<file path="config.mk">
export PLATFORM = sky130hd
export DESIGN_NAME = bcf_regs
export DESIGN_NICKNAME = d
export VERILOG_FILES = /design/src/verilog/bcf_pkg.sv /design/src/verilog/bcf_flag_bank.sv /design/src/verilog/bcf_regs.sv
export VERILOG_INCLUDE_DIRS = /design/src /design/src/verilog
export SDC_FILE = /design/constraint.sdc
export NUM_CORES = 1
export LEC_CHECK = 0
export BUFFER_PORTS_ARGS = -buffer_cell sky130_fd_sc_hd__buf_2
export CORE_UTILIZATION = 45
export DETAILED_ROUTE_END_ITERATION = 6
export HOLD_SLACK_MARGIN = 0.03
export PLACE_DENSITY = 0.75
export SETUP_SLACK_MARGIN = 0.02
export SLEW_MARGIN = 10
export SYNTH_ARGS = -nofsm -noshare
export SYNTH_HDL_FRONTEND = slang
export SYNTH_HIERARCHICAL = 1
export SYNTH_SLANG_ARGS = --single-unit
</file>
<file path="constraint.sdc">
create_clock -name clock -period 4.11 [get_ports clock]
set_input_delay 0.2055 -clock clock [delete_from_list [all_inputs] [get_ports clock]]
set_output_delay 0.2055 -clock clock [all_outputs]
set_load 0.005 [all_outputs]
</file>
<file path="src/verilog/bcf_map.svh">
// register offsets, field positions, reset values and bus codes for the
// condition/flag register bank; assumes a 32-bit memory-space target
`ifndef BCF_MAP_SVH
`define BCF_MAP_SVH

// ****************************************************************
// register byte offsets inside the decoded window
// ****************************************************************
`define BCF_OFS_CONFIG_SEVEN    7'h64
`define BCF_OFS_FLAG_COND       7'h6C
`define BCF_OFS_SELF_TEST       7'h70
`define BCF_OFS_WIDTH           7
`define BCF_OFS_LO              1:0

// ****************************************************************
// configuration word layout
// ****************************************************************
`define BCF_CFG_MM_BASE         15:10
`define BCF_CFG_RT_HALT         4
`define BCF_CFG_RESP_TIME       3
`define BCF_CFG_TT_SYNC         2
`define BCF_CFG_WATCHDOG        1
`define BCF_CFG_MCR_SELECT      0
`define BCF_CFG_WMASK           16'hFC1F
`define BCF_CFG_RESET           16'h0000

// ****************************************************************
// flag port and condition word layout
// ****************************************************************
`define BCF_FLAG_SET            7:0
`define BCF_FLAG_CLR            15:8
`define BCF_COND_HI             15:8
`define BCF_COND_GP             7:2
`define BCF_FLAG_LESS           1
`define BCF_FLAG_EQUAL          0
`define BCF_FLAGS_RESET         8'h00
`define BCF_COND_OFFLINE        16'h0000

// ****************************************************************
// self-test status layout
// ****************************************************************
`define BCF_BIST_DONE           7
`define BCF_BIST_BUSY           6
`define BCF_BIST_PASS           5

// ****************************************************************
// bus command codes and widths
// ****************************************************************
`define BCF_CMD_MEM_RD          4'h6
`define BCF_CMD_MEM_WR          4'h7
`define BCF_WORD_ZERO           32'h0000_0000
`define BCF_HALF_ZERO           16'h0000

`endif

</file>
<file path="src/verilog/bcf_pkg.sv">
// types shared by the condition/flag register bank
// assumes bcf_map.svh supplies the numeric layout
package bcf_pkg;

  // gray sequence idle -> data -> turnaround
  typedef enum logic [1:0] {
    BCF_IDLE = 2'b00,
    BCF_DATA = 2'b01,
    BCF_TURN = 2'b11
  } bcf_state_t;

endpackage

</file>
<file path="src/verilog/bcf_flag_bank.sv">
// eight general-purpose branch flags with host set/clear and compare update
// assumes one write pulse per host data phase, lanes already decoded
`timescale 1ns/10ps
`default_nettype none

`include "bcf_map.svh"

module bcf_flag_bank
  import bcf_pkg::*;
(
  input  wire logic        clock,
  input  wire logic        rst_n,
  input  wire logic        host_wr,
  input  wire logic [15:0] host_wdata,
  input  wire logic [1:0]  host_be,
  input  wire logic        cmp_valid,
  input  wire logic        cmp_less,
  input  wire logic        cmp_equal,
  output logic      [7:0]  flags
);

  logic [7:0] set_bits;
  logic [7:0] clr_bits;
  logic [7:0] next_flags;

  always_comb begin
    set_bits = (host_wr && host_be[0]) ? host_wdata[`BCF_FLAG_SET] : '0;
    clr_bits = (host_wr && host_be[1]) ? host_wdata[`BCF_FLAG_CLR] : '0;
    // set beats clear when software asks for both at once
    next_flags = (flags & ~clr_bits) | set_bits;
    // compare result owns the two shared positions in its cycle
    if (cmp_valid) begin
      next_flags[`BCF_FLAG_LESS]  = cmp_less;
      next_flags[`BCF_FLAG_EQUAL] = cmp_equal;
    end
  end

  always_ff @(posedge clock) begin
    if (!rst_n) begin
      flags <= `BCF_FLAGS_RESET;
    end else begin
      flags <= next_flags;
    end
  end

endmodule

`default_nettype wire

</file>
<file path="src/verilog/bcf_regs.sv">
// condition/flag register bank behind a single-phase memory-space target
// assumes synchronous bus inputs and one clock; no burst, no config space
`timescale 1ns/10ps
`default_nettype none

`include "bcf_map.svh"

// Overview of operation
// - Writing a one to flag-port bit n (0..7) sets flag n.
// - Writing a one to flag-port bit 8+n clears flag n.
// - The flag port and condition word share one address, write vs read.
// - Condition bits 2..7 show flags 2..7.
// - Condition bits 1 and 0 show less-than and equal, shared with flags.
// - The condition word reads zero unless the sequencer is online.
// - Self-test word shows complete, in progress and passed in bits 7..5.
// - Config bits 15..10 hold a host read/write memory base address.
// - Config bit 1 enables the watchdog, bit 4 enables terminal halt.
// - Config bit 0 selects mode-code reset or message-in-progress output.
module bcf_regs
  import bcf_pkg::*;
#(
  parameter logic [31:0] BASE_ADDR = 32'h0000_0000
)
(
  input  wire logic        clock,
  input  wire logic        rst_n,
  // target bus
  input  wire logic        frame_n,
  input  wire logic        irdy_n,
  input  wire logic [31:0] ad_in,
  input  wire logic [3:0]  cbe_n,
  output logic      [31:0] ad_out,
  output logic             ad_oe,
  output logic             par_out,
  output logic             par_oe,
  output logic             devsel_n,
  output logic             devsel_oe,
  output logic             trdy_n,
  output logic             trdy_oe,
  output logic             stop_n,
  output logic             stop_oe,
  // sequencer side
  input  wire logic        seq_online,
  input  wire logic [7:0]  seq_cond_hi,
  input  wire logic        cmp_valid,
  input  wire logic        cmp_less,
  input  wire logic        cmp_equal,
  output logic      [7:0]  gp_flags,
  // self-test side
  input  wire logic        bist_start,
  input  wire logic        bist_done,
  input  wire logic        bist_pass,
  // configuration outputs
  output logic      [5:0]  mm_base,
  output logic             rt_halt_en,
  output logic             resp_time_sel,
  output logic             timetag_sync,
  output logic             watchdog_en,
  output logic             message_in_progress_output
);

  // ****************************************************************
  // functions
  // ****************************************************************
  function automatic logic hit(input logic [31:0] a);
    hit = (a[31:`BCF_OFS_WIDTH] == BASE_ADDR[31:`BCF_OFS_WIDTH]);
  endfunction

  function automatic logic [15:0] lane_mask(input logic [1:0] be);
    lane_mask = {{8{be[1]}}, {8{be[0]}}};
  endfunction

  function automatic logic at_ofs(input logic [`BCF_OFS_WIDTH-1:0] o,
                                  input logic [`BCF_OFS_WIDTH-1:0] r);
    at_ofs = (o == r);
  endfunction

  // ****************************************************************
  // state
  // ****************************************************************
  bcf_state_t  state;
  logic        is_write;
  logic [`BCF_OFS_WIDTH-1:0] ofs;
  logic [15:0] config_word_seven;
  logic        bist_complete;
  logic        bist_busy;
  logic        bist_passed;
  logic        take;
  logic        claim;
  logic        host_wr;
  logic [1:0]  be;
  logic [15:0] cond_word;
  logic [15:0] rd_half;
  logic [15:0] next_config;
  logic        strobe_low;
  logic        rd_claim;
  logic        cfg_wr;
  logic        flag_wr;

  // ****************************************************************
  // address and command decode
  // ****************************************************************
  // only aligned memory commands inside the window are claimed;
  // anything else is left for another target on the bus
  assign claim = (state == BCF_IDLE) && !frame_n && hit(ad_in)
               && ad_in[`BCF_OFS_LO] == 2'b00
               && (cbe_n == ~`BCF_CMD_MEM_RD || cbe_n == ~`BCF_CMD_MEM_WR);
  assign take    = (state == BCF_DATA) && !irdy_n;
  assign host_wr = take && is_write;
  assign be      = ~cbe_n[1:0];
  // command bit 0 is low for reads, high for writes, so cbe_n[0] is high for reads
  assign rd_claim   = claim && cbe_n[0];
  // strobes stay asserted from the claim until the initiator is ready
  assign strobe_low = claim || (state == BCF_DATA && !take);
  assign cfg_wr     = host_wr && at_ofs(ofs, `BCF_OFS_CONFIG_SEVEN);
  assign flag_wr    = host_wr && at_ofs(ofs, `BCF_OFS_FLAG_COND);

  // ****************************************************************
  // bus target sequencing
  // ****************************************************************
  // single data phase: trdy and stop together force a disconnect,
  // so bursts are cut after one word rather than decoded
  always_ff @(posedge clock) begin
    if (!rst_n) begin
      state    <= BCF_IDLE;
      is_write <= 1'b0;
      ofs      <= '0;
    end else begin
      unique case (state)
        BCF_IDLE: begin
          if (claim) begin
            state    <= BCF_DATA;
            is_write <= ~cbe_n[0];
            ofs      <= ad_in[`BCF_OFS_WIDTH-1:0];
          end
        end
        BCF_DATA: begin
          if (take) begin
            state <= BCF_TURN;
          end
        end
        BCF_TURN: begin
          state <= BCF_IDLE;
        end
        // the unused code falls back to idle instead of hanging the bus
        default: begin
          state <= BCF_IDLE;
        end
      endcase
    end
  end

  always_ff @(posedge clock) begin
    if (!rst_n) begin
      devsel_n  <= 1'b1;
      trdy_n    <= 1'b1;
      stop_n    <= 1'b1;
    end else begin
      devsel_n  <= !strobe_low;
      trdy_n    <= !strobe_low;
      stop_n    <= !strobe_low;
    end
  end

  // enables outlast the strobes by one clock, so each line is driven
  // high through the turnaround before it is let go
  always_ff @(posedge clock) begin
    if (!rst_n) begin
      devsel_oe <= 1'b0;
      trdy_oe   <= 1'b0;
      stop_oe   <= 1'b0;
    end else begin
      devsel_oe <= claim || state == BCF_DATA;
      trdy_oe   <= claim || state == BCF_DATA;
      stop_oe   <= claim || state == BCF_DATA;
    end
  end

  // ****************************************************************
  // read path
  // ****************************************************************
  always_comb begin
    cond_word = `BCF_COND_OFFLINE;
    if (seq_online) begin
      cond_word[`BCF_COND_HI]     = seq_cond_hi;
      cond_word[`BCF_COND_GP]     = gp_flags[`BCF_COND_GP];
      cond_word[`BCF_FLAG_LESS]   = gp_flags[`BCF_FLAG_LESS];
      cond_word[`BCF_FLAG_EQUAL]  = gp_flags[`BCF_FLAG_EQUAL];
    end
    rd_half = `BCF_HALF_ZERO;
    // in-window offsets that name no register read zero
    unique case (ad_in[`BCF_OFS_WIDTH-1:0])
      `BCF_OFS_CONFIG_SEVEN: rd_half = config_word_seven;
      `BCF_OFS_FLAG_COND:    rd_half = cond_word;
      `BCF_OFS_SELF_TEST: begin
        rd_half[`BCF_BIST_DONE] = bist_complete;
        rd_half[`BCF_BIST_BUSY] = bist_busy;
        rd_half[`BCF_BIST_PASS] = bist_passed;
      end
      default: rd_half = `BCF_HALF_ZERO;
    endcase
  end

  // read data is latched at the claim edge, so the word is a snapshot
  always_ff @(posedge clock) begin
    if (!rst_n) begin
      ad_out <= `BCF_WORD_ZERO;
      ad_oe  <= 1'b0;
    end else begin
      if (rd_claim) begin
        ad_out <= {`BCF_HALF_ZERO, rd_half};
      end
      ad_oe <= rd_claim || (state == BCF_DATA && !is_write && !take);
    end
  end

  // parity follows the data phase by one clock
  always_ff @(posedge clock) begin
    if (!rst_n) begin
      par_out <= 1'b0;
      par_oe  <= 1'b0;
    end else begin
      par_out <= ^{ad_out, cbe_n};
      par_oe  <= take && !is_write;
    end
  end

  // ****************************************************************
  // configuration word
  // ****************************************************************
  always_comb begin
    next_config = config_word_seven;
    // a disabled byte lane keeps its old bits
    if (cfg_wr) begin
      next_config = (config_word_seven & ~lane_mask(be))
                  | (ad_in[15:0] & lane_mask(be));
      next_config = next_config & `BCF_CFG_WMASK;
    end
  end

  always_ff @(posedge clock) begin
    if (!rst_n) begin
      config_word_seven <= `BCF_CFG_RESET;
    end else begin
      config_word_seven <= next_config;
    end
  end

  // ****************************************************************
  // configuration outputs
  // ****************************************************************
  // copied from the next value so the pins never lag the register
  always_ff @(posedge clock) begin
    if (!rst_n) begin
      mm_base                    <= '0;
      rt_halt_en                 <= 1'b0;
      resp_time_sel              <= 1'b0;
      timetag_sync               <= 1'b0;
      watchdog_en                <= 1'b0;
      message_in_progress_output <= 1'b0;
    end else begin
      mm_base                    <= next_config[`BCF_CFG_MM_BASE];
      rt_halt_en                 <= next_config[`BCF_CFG_RT_HALT];
      resp_time_sel              <= next_config[`BCF_CFG_RESP_TIME];
      timetag_sync               <= next_config[`BCF_CFG_TT_SYNC];
      watchdog_en                <= next_config[`BCF_CFG_WATCHDOG];
      message_in_progress_output <= next_config[`BCF_CFG_MCR_SELECT];
    end
  end

  // ****************************************************************
  // general-purpose flags
  // ****************************************************************
  // set and clear lanes are resolved inside the bank
  bcf_flag_bank u_flags (
    .clock      (clock),
    .rst_n      (rst_n),
    .host_wr    (flag_wr),
    .host_wdata (ad_in[15:0]),
    .host_be    (be),
    .cmp_valid  (cmp_valid),
    .cmp_less   (cmp_less),
    .cmp_equal  (cmp_equal),
    .flags      (gp_flags)
  );

  // ****************************************************************
  // ram self-test status
  // ****************************************************************
  // a done pulse in the start cycle is taken as the newer event
  always_ff @(posedge clock) begin
    if (!rst_n) begin
      bist_complete <= 1'b0;
      bist_busy     <= 1'b0;
      bist_passed   <= 1'b0;
    end else if (bist_done) begin
      bist_complete <= 1'b1;
      bist_busy     <= 1'b0;
      bist_passed   <= bist_pass;
    end else if (bist_start) begin
      bist_complete <= 1'b0;
      bist_busy     <= 1'b1;
      bist_passed   <= 1'b0;
    end
  end

endmodule

`default_nettype wire
</file>
==> summary.md <==
The flow ran to the end, and the final reports show no timing, DRC or antenna violations. The final worst-path cycle share came out at 52.2%. The tightest min-delay check is of the primary input to register type.

Ratio of routed vias to standard cells: 5.75. The tools report the nature of the critical path startpoint as a register. The most used flip-flop cell after synthesis was dfxtp_1. Counting cells, the worst reg-to-reg path comes to 4. Class of the most critical setup path: register to register. The clock-pin transition on the worst setup and hold timing paths was 90 ps; the proportion of register bits with asynchronous set or reset after synthesis was 0%. The reg-to-reg critical path endpoint is ad_out[7]. The count of endpoints failing hold in the final timing report was 0; the maximum fanout along the worst path was 23.

Area used by sequential logic in the layout: 1060 um2. The required time reported for the critical path endpoint was 4320 ps; the via count of the routed design was 2,847. The final net count was 475; the clock network fraction of total power was 32.3%. The floorplan has 29 rows. In this run the count of I/O pins placed on the die edge is 115.

Derived from the worst setup path, the maximum achievable clock frequency is 466 MHz. The number of max-slew violations in the final report is 0. Clock tree synthesis found a total of 53 sinks.

Entering global routing, the biggest net connects 40 pins. Sorting the synthesized cells by area gives the leading types as dfxtp_1, a21oi_1, nand3_1. The run gives 46.3% as the initial cell density of the core. In this run the clock root is driven by a clkbuf_8. The area fraction of the dominant cell type after synthesis was 36.3%; the post-CTS repair timing setup buffer count was 0.

The mean routed wirelength per cell is 15.9 um. The hold buffer count at cts is 0, and the number of buffers created by CTS is 5. In this run the most critical hold path is launched from bist_done.

In this run the power density over the cells is 269 nW/um2. The multi-input logic area was 1590 um2; the design internal power was 0.675 mW. The total wirelength of the detailed-routed design was 7.86 mm. After the first detailed-routing iteration, the DRC count stood at 325. The logs give 2,445 for the via count of the first global-routing pass and 0 for the max-cap violation count.

The worst pin sits at a relative slew slack of 20.5%. For this design the static power due to leakage is 1.35 nW. The origin of the critical flop-to-flop path was state[1].

The number of storage elements in the synthesis netlist is 53. The biggest area contributor in the post-synthesis netlist is dfxtp_1. The die is 82.6 um tall. Clock skew on the completed layout was measured at 7.21 ps.

Buffer depth of the longest clock path: 2. Synthesis produced a netlist whose cell count is 342. For the final number of setup-violating endpoints, the log shows 0.

The synthesized design contains 0 enable-type register cells. The final antenna diode count was 0; the final critical delay including setup and external delays was 2150 ps. The first element of the critical path is state[1]. The run gives 320 ps as the clock latency of the later-clocked register in the worst-skew pair. The design draws 0.910 mW. The HPWL after detailed placement is 5.93 mm. At the pin with the least slew margin, the transition time is 1190 ps. The number of warnings issued by yosys was 6; the overall die width was 82.6 um. The switching fraction of total power came out at 25.8%. Endpoint class of the critical path: a register. Traced cell by cell, the critical path runs through nor4_1 > and4_1 > a41oi_1 > a311oi_1. The region available for standard cell placement spans 6310 um2. Cells with a size suffix above 1 make up 28.2% of the layout. In this design, the stage delay of the slowest critical-path cell is 740 ps. Post-place setup slack: 1650 ps.

The logs give 23.9% for the total routing usage reported by global routing and 0 for the detailed-route DRC error count. The cell area that synthesis handed to floorplanning was 2920 um2. The first detailed-routing pass ran for 5 iterations. After global routing the overflow that remains totals 0.

TritonCTS built the clock tree. For the number of distinct library cells after synthesis, the log shows 45. Setup repair after global routing left no endpoint under its margin. The arrival time at the worst endpoint was 2360 ps; the number of port buffers was 98.

The first global-routing pass estimated 12.2 mm of wire. The critical path ends at ad_out[7]. The growth of design area from synthesis to finish came out at 15.6%. The congestion estimate from routability-driven global placement came to 0.848. The die covers 6820 um2. Summing the sequential cell areas from Yosys gives 36.3% of the chip area. In this run the power spent charging and discharging nets is 0.235 mW. The worst setup slack for register-to-register paths came out at 1960 ps. The initial antenna violation count was 0. The run gives 625 as the final-layout fill cell count.

The share of total power dissipated in sequential elements is 57.1%. The share of total power dissipated in combinational logic is 10.6%. For the final routed database, the setup TNS stands at 0 ps. Worst-path cell with the longest stage delay: and4_1.

After layout, the worst setup slack is 1960 ps. Post-CTS repair changed the size of 0 cells. In this run the remaining antenna-violating nets after routing total 0. A synthesized cell averages 8.55 um2. The number of H-tree levels came out at 2. The run gives 168 uV as the maximum vdd ir drop.
power by group through the flow:
stage | combinational [mW] | sequential [mW] | clock, mW
floorplan | 0.0579 | 0.532 | 0
global placement | 0.0950 | 0.532 | 0
detailed placement | 0.0957 | 0.532 | 0
CTS | 0.0960 | 0.520 | 0.291
global route | 0.107 | 0.520 | 0.316
finish | 0.0965 | 0.520 | 0.294
cells by family (layout without fill, tap and decap cells):
family / count (synthesis) / in the layout / synth area share [%]
and+or+nand+nor: 114 / 114 / 23.7
AOI/OAI and AO/OA: 98 / 98 / 21.8
buffers and inverters: 58 / 119 / 11.3
DFF: 53 / 53 / 36.3
xor gates and xnor gates: 14 / 14 / 5.13
adders and majority gates: 3 / 3 / 1.28
other: 1 / 16 / 0.128
muxes: 1 / 1 / 0.342
stage by stage:
| stage | std cells | instance area [um2] | util, % | hold WS, ps |
|---|---|---|---|---|
| final | 495 | 3380 | 53.5 | 89.1 |
| after global routing | 495 | 3380 | 53.5 | 91.1 |
| after CTS | 495 | 3370 | 53.4 | 90.9 |
| after detailed placement | 487 | 3290 | 52.1 | 423 |
| after global placement | 487 | 3290 | 52.1 | 418 |
| after floorplan | 357 | 2980 | - | 282 |
cells in the mapped netlist, types with 2 or more instances:
cell and instances:
xnor3_1 2, buf_6 4, dfxtp_1 53, nor4_1 10, o21ai_0 4, nand3_1 34, nand2b_1 13, o21ai_1 11
clkbuf_1 15, a311oi_1 3, a21oi_1 34, a41oi_1 3, nor3_1 6, or3b_2 2, inv_1 11, o31ai_1 18
a221oi_2 2, nor2_1 6, a211oi_1 12, nand4_1 18, ha_1 3, xnor2_1 11, and3_1 4, nor2b_1 7
a22oi_1 7, nor4b_1 2, buf_2 7, nand2_1 2, o21a_1 3, buf_4 20
how the worst min path moves through the flow:
stage,to,depth (start not counted)
after floorplan,stop_n,1
after detailed placement,bist_busy,2
final,bist_busy,2
after global placement,bist_busy,2
after global routing,bist_busy,2
after CTS,bist_busy,2
critical path: cells and delay by family (launching register included):
family | cells | cell delay [ps]
flip-flops | 1 | 340
AO/OA/AOI/OAI | 2 | 520
AND/OR/NAND/NOR | 2 | 1180
cells in the final DEF, fill, tap and decap left out, drive strengths merged, types with 3 or more instances in the layout:
master  instances
nor3            7
or3b            3
o21a            3
ha              3
a21oi          34
conb           16
o31ai          18
a41oi           3
dfxtp          53
nand3          34
a311oi          3
and3            4
xnor2          11
nand4          19
inv            11
a211oi         12
o21ai          15
nand2b         13
a22oi           7
nor4           10
buf           100
nor2            6
nor2b           7
clkbuf          6
final cells by class:
| type | instances | area share [%] |
|---|---|---|
| Clock inverter | 2 | 0.296 |
| Timing Repair Buffer | 100 | 15.0 |
| Multi-Input combinational cell | 246 | 47.2 |
| Sequential cell | 53 | 31.4 |
| Inverter | 11 | 1.22 |
| Tap cell | 77 | 2.85 |
| Clock buffer | 6 | 2.15 |
routing by layer:
metal,vias up,track usage (%),share of wire [%]
met5,-,0,0
met4,0,6.55,1.0
met3,8,4.51,7.1
met2,129,37.9,47
met1,1327,33.0,45
li1,1383,-,-
No activity file was read; power rests on OpenSTA's default activity.
